===== config.mk =====
export PLATFORM = sky130hd
export DESIGN_NAME = oscst_top
export DESIGN_NICKNAME = d
export VERILOG_FILES = /design/src/hw/oscst_pkg.sv /design/src/hw/oscst_top.sv
export SDC_FILE = /design/constraint.sdc
export NUM_CORES = 1
export LEC_CHECK = 0
export BUFFER_PORTS_ARGS = -buffer_cell sky130_fd_sc_hd__buf_2
export CORE_MARGIN = 2
export CORE_UTILIZATION = 31
export DETAILED_ROUTE_END_ITERATION = 6
export PLACE_DENSITY = 0.47
export SLEW_MARGIN = 20
export SYNTH_ARGS = -nofsm -noshare
export SYNTH_HDL_FRONTEND = slang
export SYNTH_SLANG_ARGS = --single-unit

===== constraint.sdc =====
create_clock -name i_clk -period 3.7 [get_ports i_clk]
set_clock_uncertainty 0.05 [all_clocks]
set_input_delay 0.37 -clock i_clk [delete_from_list [all_inputs] [get_ports i_clk]]
set_output_delay 0.37 -clock i_clk [all_outputs]
set_load 0.01 [all_outputs]

===== src/hw/oscst_pkg.sv =====
// oscst_pkg: addresses, reset values, field positions and thresholds
package oscst_pkg;
	localparam logic [15:0] ADDR_MAIN_OSC_CTRL = 16'hFFA2;
	localparam logic [15:0] ADDR_SETTLE_STATUS = 16'hFFA3;
	localparam logic [15:0] ADDR_SETTLE_SELECT = 16'hFFA4;
	localparam logic [7:0] RST_MAIN_OSC_CTRL = 8'h80;
	localparam logic [7:0] RST_SETTLE_STATUS = 8'h00;
	localparam logic [2:0] RST_SETTLE_SELECT = 3'h5;
	localparam int HALT_BIT = 7;
	localparam int SEL_W = 3;
	localparam int FLAG_N = 5;
	localparam int CNT_W = 17;
	localparam logic [SEL_W-1:0] SEL_2P11 = 3'h1;
	localparam logic [SEL_W-1:0] SEL_2P13 = 3'h2;
	localparam logic [SEL_W-1:0] SEL_2P14 = 3'h3;
	localparam logic [SEL_W-1:0] SEL_2P15 = 3'h4;
	localparam logic [SEL_W-1:0] SEL_2P16 = 3'h5;
	localparam int EXP_2P11 = 11;
	localparam int EXP_2P13 = 13;
	localparam int EXP_2P14 = 14;
	localparam int EXP_2P15 = 15;
	localparam int EXP_2P16 = 16;
endpackage


===== src/hw/oscst_top.sv =====
// oscst_top: x1 oscillation stabilization counter, status and select registers
// Overview of operation
// - status clears on reset release, stop instruction, or halt bit written one
// - flags for 2^11,2^13,2^14,2^15,2^16 set in order and stay set
// - status byte at ffa3, reset zero, bits 7..5 zero, bit4=2^11 .. bit0=2^16
// - status is read only; bit and byte reads, writes ignored
// - cpu on x1 is held after stop release until chosen wait elapses
// - select codes 1..5 choose 2^11,2^13,2^14,2^15,2^16; others prohibited
// - select at ffa4, byte writes only, reset 5, bits 7..3 zero
// - counter stops at selected threshold, so later flags stay clear
// - only real x1 edges count; time before oscillation starts is excluded
// - counter also runs while cpu uses another clock
// - halt bit 7 of ffa2 stops x1 when one, reset value one
`timescale 1ns/1ns
`default_nettype none
module oscst_top #(
	parameter int CNT_W = oscst_pkg::CNT_W
) (
	input wire logic i_clk,
	input wire logic i_reset,
	input wire logic i_x1_clk,
	input wire logic i_stop_exec,
	input wire logic i_stop_release,
	input wire logic i_cpu_on_x1,
	input wire logic [15:0] i_addr,
	input wire logic i_rd,
	input wire logic i_wr,
	input wire logic i_bit_wr,
	input wire logic [2:0] i_bit_idx,
	input wire logic [7:0] i_wdata,
	output logic [7:0] o_rdata,
	output logic o_rbit,
	output logic o_x1_osc_halt,
	output logic o_cpu_hold
);
	typedef struct packed {
		logic x1_s1;
		logic x1_s2;
		logic x1_prev;
		logic [CNT_W-1:0] cnt;
		logic [oscst_pkg::SEL_W-1:0] sel;
		logic halt;
		logic stop_mode;
		logic hold;
		logic [7:0] rdata;
		logic rbit;
	} oscst_state_s;

	oscst_state_s st_ff;
	oscst_state_s nxt_st;

	// counter must reach the longest threshold
	if (CNT_W < oscst_pkg::EXP_2P16 + 1) begin : g_cnt_w_check
		$error("oscst_top: CNT_W too small for 2^16 count");
	end

	// selected wait in x1 cycles
	function automatic logic [CNT_W-1:0] sel_limit(input logic [oscst_pkg::SEL_W-1:0] s);
		logic [CNT_W-1:0] one;
		one = {{(CNT_W-1){1'b0}}, 1'b1};
		case (s)
			oscst_pkg::SEL_2P11: sel_limit = one << oscst_pkg::EXP_2P11;
			oscst_pkg::SEL_2P13: sel_limit = one << oscst_pkg::EXP_2P13;
			oscst_pkg::SEL_2P14: sel_limit = one << oscst_pkg::EXP_2P14;
			oscst_pkg::SEL_2P15: sel_limit = one << oscst_pkg::EXP_2P15;
			default: sel_limit = one << oscst_pkg::EXP_2P16;
		endcase
	endfunction

	// threshold flags, bit4 shortest to bit0 longest
	function automatic logic [oscst_pkg::FLAG_N-1:0] flags_of(input logic [CNT_W-1:0] c);
		logic [CNT_W-1:0] one;
		one = {{(CNT_W-1){1'b0}}, 1'b1};
		flags_of[4] = c >= (one << oscst_pkg::EXP_2P11);
		flags_of[3] = c >= (one << oscst_pkg::EXP_2P13);
		flags_of[2] = c >= (one << oscst_pkg::EXP_2P14);
		flags_of[1] = c >= (one << oscst_pkg::EXP_2P15);
		flags_of[0] = c >= (one << oscst_pkg::EXP_2P16);
	endfunction

	function automatic logic [7:0] status_byte(input logic [CNT_W-1:0] c);
		status_byte = {3'h0, flags_of(c)};
	endfunction

	logic [CNT_W-1:0] limit;
	logic x1_rise;
	logic at_limit;
	logic halt_wr;
	logic [7:0] rd_byte;

	always_comb begin
		nxt_st = st_ff;
		limit = sel_limit(st_ff.sel);
		at_limit = st_ff.cnt >= limit;
		x1_rise = st_ff.x1_s2 && !st_ff.x1_prev;
		halt_wr = 1'b0;
		rd_byte = 8'h00;
		nxt_st.x1_s1 = i_x1_clk;
		nxt_st.x1_s2 = st_ff.x1_s1;
		nxt_st.x1_prev = st_ff.x1_s2;
		// halt register, byte or bit write
		if (i_addr == oscst_pkg::ADDR_MAIN_OSC_CTRL) begin
			if (i_wr) begin
				nxt_st.halt = i_wdata[oscst_pkg::HALT_BIT];
				halt_wr = 1'b1;
			end else if (i_bit_wr && i_bit_idx == 3'(oscst_pkg::HALT_BIT)) begin
				nxt_st.halt = i_wdata[0];
				halt_wr = 1'b1;
			end
		end
		// select takes byte writes only, bit writes dropped
		if (i_wr && i_addr == oscst_pkg::ADDR_SETTLE_SELECT) begin
			nxt_st.sel = i_wdata[oscst_pkg::SEL_W-1:0];
		end
		if (i_stop_exec) begin
			nxt_st.stop_mode = 1'b1;
		end else if (i_stop_release) begin
			nxt_st.stop_mode = 1'b0;
		end
		// count x1 edges only while oscillating, any cpu clock
		if (x1_rise && !st_ff.halt && !st_ff.stop_mode && !at_limit) begin
			nxt_st.cnt = st_ff.cnt + {{(CNT_W-1){1'b0}}, 1'b1};
		end
		// clear on stop or halt written one
		if (i_stop_exec || (halt_wr && nxt_st.halt) || st_ff.halt) begin
			nxt_st.cnt = '0;
		end
		// hold cpu on x1 after stop release until wait done
		if (i_stop_release && st_ff.stop_mode && i_cpu_on_x1) begin
			nxt_st.hold = 1'b1;
		end else if (st_ff.hold && at_limit) begin
			nxt_st.hold = 1'b0;
		end
		// register read, status bits 7..5 zero
		case (i_addr)
			oscst_pkg::ADDR_MAIN_OSC_CTRL: rd_byte = {st_ff.halt, 7'h00};
			oscst_pkg::ADDR_SETTLE_STATUS: rd_byte = status_byte(st_ff.cnt);
			oscst_pkg::ADDR_SETTLE_SELECT: rd_byte = {5'h00, st_ff.sel};
			default: rd_byte = 8'h00;
		endcase
		if (i_rd) begin
			nxt_st.rdata = rd_byte;
			nxt_st.rbit = rd_byte[i_bit_idx];
		end
		if (i_reset) begin
			nxt_st = '0;
			nxt_st.sel = oscst_pkg::RST_SETTLE_SELECT;
			nxt_st.halt = oscst_pkg::RST_MAIN_OSC_CTRL[oscst_pkg::HALT_BIT];
			nxt_st.cnt = '0;
		end
	end

	always_ff @(posedge i_clk) begin
		st_ff <= nxt_st;
	end

	assign o_rdata = st_ff.rdata;
	assign o_rbit = st_ff.rbit;
	assign o_x1_osc_halt = st_ff.halt;
	assign o_cpu_hold = st_ff.hold;

	logic [oscst_pkg::FLAG_N-1:0] flags;
	logic [7:0] status_view;
	logic [7:0] sel_view;
	assign flags = flags_of(st_ff.cnt);
	assign status_view = {3'h0, flags};
	assign sel_view = {5'h00, st_ff.sel};

	// flag chain and stickiness, one pair for each of flags 0..3
	for (genvar gi = 0; gi < oscst_pkg::FLAG_N - 1; gi++) begin : g_flag_chk

	end
endmodule
`default_nettype wire


# Word level (Yosys, flattened, before mapping)
# Index checks and enable logic that the tools add are counted.
# classes
add_sub_neg	1
n_lt_le_gt_ge	7
n_mux	14
eq_ne	8
n_reduce_logical	19
# ops
operator	count
17-bit one-hot mux with 4 select lines	1
16-bit equality test (second input constant)	3
8-bit one-hot mux with 3 select lines	1
17-bit by 1-bit adder with 17-bit output (second input constant)	1
17-bit by 12-bit greater-or-equal comparator with 1-bit output (second input constant)	1
17-bit by 14-bit greater-or-equal comparator with 1-bit output (second input constant)	1
17-bit by 15-bit greater-or-equal comparator with 1-bit output (second input constant)	1
17-bit by 16-bit greater-or-equal comparator with 1-bit output (second input constant)	1
17-bit greater-or-equal comparator	1
17-bit greater-or-equal comparator (second input constant)	1
1-bit two-way mux	11
1-bit logical AND	10
3-bit by 2-bit equality test with 1-bit output (second input constant)	2
3-bit equality test (second input constant)	2
1-bit zero test	4
3-bit by 4-bit < comparator with 1-bit output (second input constant)	1
2-bit nonzero test	2
1-bit binary-select mux with 3-bit select	1
3-bit by 1-bit equality test with 1-bit output (second input constant)	1
1-bit logical OR	2
2-bit OR reduction	1
# word_totals
output_inout_bits	11
register_bits	35
word_cells	59

# Logic depth before layout (Yosys ltp)
# depth
ltp_word	9
mapped_depth	10
depth_no_buf	8

# Worst setup path after synthesis
# Ideal clock, no wire load.
# synth_timing
path_kind	reg2reg
from	register st_ff, in the netlist sel_view[1]
to	register st_ff[21] in the netlist's numbering
synth_period_minus_slack_ns	2.526
n_path_buf	2
slack_ns	1.174
arrival_ns	2.406
stages_incl_launch_ff	10
cell_sequence	dfxtp_1 -> or3b_2 -> ha_1 -> and4b_1 -> nand4_1 -> a31oi_1 -> buf_2 -> buf_2 -> o21ai_0 -> a21oi_1
# synth_via
elab_chain_cells	5
# synth_rtl
element	line_no	text
from (decl)	oscst_top.sv:49	oscst_state_s st_ff;
from (signal assigned)	oscst_top.sv:154	st_ff <= nxt_st;
3-bit equality test (tied with other cells)	oscst_top.sv:61	case (s)
17-bit one-hot mux with 4 select lines (*)	oscst_top.sv:61	
17-bit greater-or-equal comparator (*)	oscst_top.sv:94	at_limit = st_ff.cnt >= limit;
1-bit zero test (*)	oscst_top.sv:121	if (x1_rise && !st_ff.halt && !st_ff.stop_mode && !at_limit) begin
1-bit logical AND (*)	oscst_top.sv:121	
# Every way passes the cells marked *; elsewhere a longest branch is shown, timed or not.
# A chain may end at the register's enable or synchronous reset.

# Worst setup path in the final report
# layout_timing
from	register st_ff, in the netlist sel_view[1]
to	register st_ff[23] in the netlist's numbering
# The elaborated chain is that of the path after synthesis.

==> parameters.txt <==
Parameter                              Value

Run status
  Run status ... completed

CTS
  CTS tree ... yes
  CTS sink count ... 33
  Clk_lat worst skew ... 0.29 ns
  Clock root buffer ... clkbuf_8
  Clock Path Buffers ... 2
  Cells resized by post-CTS repair ... 0
  Number of hold-repair buffers added at the cts stage ... 0
  Clock slew at reported path FFs ... 0.08 ns
  H-tree depth reported by CTS ... 2
  Number of buffers created by CTS ... 5
  Number of buffers added for setup after CTS ... 0

Logic synthesis
  Mean area per synthesized cell ... 8.399 µm²
  Dominant combinational cell family by area after synthesis ... simple AND/OR/NAND/NOR gates
  Yosys top cell area share ... 0.3376
  Share of synthesized registers carrying an async set or reset ... 0
  Count of unique library cells instantiated by Yosys ... 51
  Top_reg_cell synth ... dfxtp_1
  Gate Count Post-Synth ... 233
  Multiplexer share of the synthesized area ... 0.02621
  Synth top area cells ... dfxtp_1 (34%), a21oi_1 (5.6%), ha_1 (4.5%)
  Synth Area in Adders ... 0.04476
  Total of warnings raised by yosys ... 0
  Xor and xnor area share after synthesis ... 0.008951
  Synth top cells by count ... dfxtp_1 (33), a21oi_1 (22), nand2_1 (16), nand3_1 (13), nand2b_1 (12)
  Area leader, netlist ... dfxtp_1
  Sequential-to-total area share from yosys stat ... 0.3376
  Cell with the most instances after synthesis ... dfxtp_1
  EDFF count, synth ... 0
  Number of storage elements in the synthesis netlist ... 33
  Netlist area before placement ... 1957 µm²
  Compound-cell area share of the yosys netlist ... 0.1809
  Simple-gate share of the synthesized area ... 0.3286

Drt
  Drt initial violations ... 82
  Number of iterations in the first detailed-routing pass ... 4
  Detailed-route DRC error count ... 0
  Antenna Nets Post-Route ... 0
  DR vias/cell ... ~5.2
  Final routed wire length divided by cell count ... 13.48 µm
  Routed wire length ... 4.610 mm
  Total via count after detailed routing ... 1790

Min path
  Depth of the worst hold-timing path ... 2
  Worst hold path startpoint ... i_x1_clk
  Kind of path behind the tightest hold check ... in -> reg
  Worst min-delay path endpoint ... st_ff[34]

Floorplanning
  Core area ... 6026 µm²
  Std cell rows ... 28
  Die extent in x ... around 83 µm
  I/O pin count ... 47
  Initial Utilization ... 0.3248
  Die Y ... 83.45 µm
  Die area ... 6964 µm²

Placed design
  HPWL Detailed ... 3.429 mm
  Number of buffers added on ports ... 40
  Gpl congestion ... around 0.75

Power
  Leakage power ... 0.8454 nW
  Maximum resistive drop on vdd ... ~160 µV
  Part of the total power dissipated in the clock network ... 0.400
  Internal power ... about 0.00051 W
  Part of the total power dissipated in combinational logic ... 0.063
  Net switching power ... 0.0001608 W
  P per Cell Area ... 298.4 nW/µm²
  Switching Share ... 0.2402
  Reg power frac ... 0.536

Cells and area
  Fillers ... roughly 660
  Total inserted antenna cells ... 0
  Syn-to-layout area delta ... 14.64%
  Share of post-route cells with drive strength above 1 ... 0.2285
  Area of combinational cells with multiple inputs ... 1161 µm²
  Storage element area ... approximately 660 µm²
  Final net count ... 309

Setup path
  Peak fanout along the critical path ... 27
  Data required, critical path ... 3.85 ns
  Type of origin of the critical path ... flip-flop
  Element type at the critical path end ... flip-flop
  Kind of critical path ... reg -> reg
  Endpoint of the most critical register-to-register path ... st_ff[23]
  Cells on worst reg2reg path ... 7
  Register-to-register setup slack ... 1.02 ns
  Critical path startpoint ... sel_view[1]
  Critical path arrival ... about 2.8 ns
  Launch instance of the worst register-to-register path ... sel_view[1]

STA
  Hold Violations, Final ... 0
  Final count of negative-setup-slack endpoints ... 0
  Sum of negative setup slack ... 0 ns
  Final Slew Violations ... 0
  RSZ-0062 raised after global routing ... false
  Smallest hold slack ... 0.2548 ns
  Actual transition at the worst max-transition pin ... between 0.6 and 0.7 ns
  Worst slew margin ... 0.5603
  Final period util ... 0.7248
  Post-layout minimum cycle time ... 2.682 ns
  Highest Clock Rate ... 0.3729 GHz

GRT
  Remaining Overflow, GRT ... 0
  Global-route usage over all layers ... 0.1358
  Antenna violations before repair ... 0
  First-pass GRT wire length ... 7.872 mm
  Vias in the first global route ... 1664
  Largest net degree at the start of global routing ... 28

Run
  Number of max-cap violations ... 0
==> state kept, by name, indices dropped and copies added (netlist names) <==
| name | count |
|---|---|
| st_ff | 21 |
| o_rdata | 6 |
| sel_view | 3 |
| o_cpu_hold | 1 |
| o_rbit | 1 |
| o_x1_osc_halt | 1 |
==> power groups by stage <==
stage / sequential (W) / combinational (W) / clock, W
after CTS: 0.000359 / 0.0000429 / 0.000281
after global placement: 0.000367 / 0.0000426 / 0
after detailed placement: 0.000367 / 0.0000427 / 0
final: 0.000359 / 0.0000425 / 0.000268
after global routing: 0.000359 / 0.0000476 / 0.000294
after floorplan: 0.000367 / 0.0000206 / 0
==> cells in the final DEF (no fill, tap or decap), types with 5 or more instances in the layout <==
| cell type | n |
|---|---|
| nand3_1 | 13 |
| dfxtp_1 | 33 |
| nand4_1 | 8 |
| a31oi_1 | 5 |
| inv_1 | 7 |
| o21ai_0 | 8 |
| a21oi_1 | 22 |
| ha_1 | 7 |
| nand2_1 | 16 |
| nand2b_1 | 12 |
| o31ai_1 | 10 |
| or4_1 | 10 |
| nor2_1 | 10 |
| clkbuf_8 | 5 |
| buf_2 | 40 |
==> kinds of logic (layout without fill, tap and decap cells) <==
kind of cell,count (synthesis),in the layout
adder cells (fa/ha/maj),7,7
buffers and inverters,24,57
other,1,2
flip-flops,33,33
multiplexers,5,5
AND/OR/NAND/NOR,105,105
AO/OA/AOI/OAI,56,56
XOR/XNOR,2,2
==> critical path, cell delays in order, from the launching register on <==
cell       delay, ns
dfxtp_1         0.43
or3b_2          0.47
ha_1            0.20
a2111oi_2       0.42
a31oi_1         0.13
buf_4           0.23
or4_1           0.51
a21oi_1         0.15
==> metal layers <==
metal  global-route usage  vias to the layer above  wire [µm]
met3              0.03660                        8        253
li1                     -                      927          -
met2               0.2207                       37       2073
met1               0.1770                      818       2228
met5                    0                        -          0
met4              0.03959                        0         55
==> worst max-delay path by stage <==
stage	endpoint	slack [ns]	cells past startpoint
after floorplan	st_ff[21]	1.17	9
after global placement	st_ff[23]	1.07	7
after detailed placement	st_ff[23]	1.02	7
after CTS	st_ff[23]	1.01	7
after global routing	st_ff[31]	0.84	7
final	st_ff[23]	1.02	7
==> cell type report <==
cell class / count / area share
clock buffers: 5 / 0.03067
well taps: 75 / 0.04183
repair buffers: 42 / 0.09593
multi-input cells: 177 / 0.5176
flip-flops and latches: 33 / 0.2945
clock inverters: 3 / 0.007808
inverters: 7 / 0.01171
==> stage by stage <==
stage               cell area [µm²]  utilization  instances  power (W)  setup slack [ns]
CTS                            2243       0.3723        342  0.0006831             1.011
global route                   2243       0.3723        342  0.0007006            0.8403
finish                         2243       0.3723        342  0.0006695             1.018
global placement               2157       0.3580        334  0.0004099             1.070
detailed placement             2157       0.3580        334  0.0004099             1.024
floorplan                      1961            -        234  0.0003881             1.174
No activity file was read; power rests on OpenSTA's default activity.
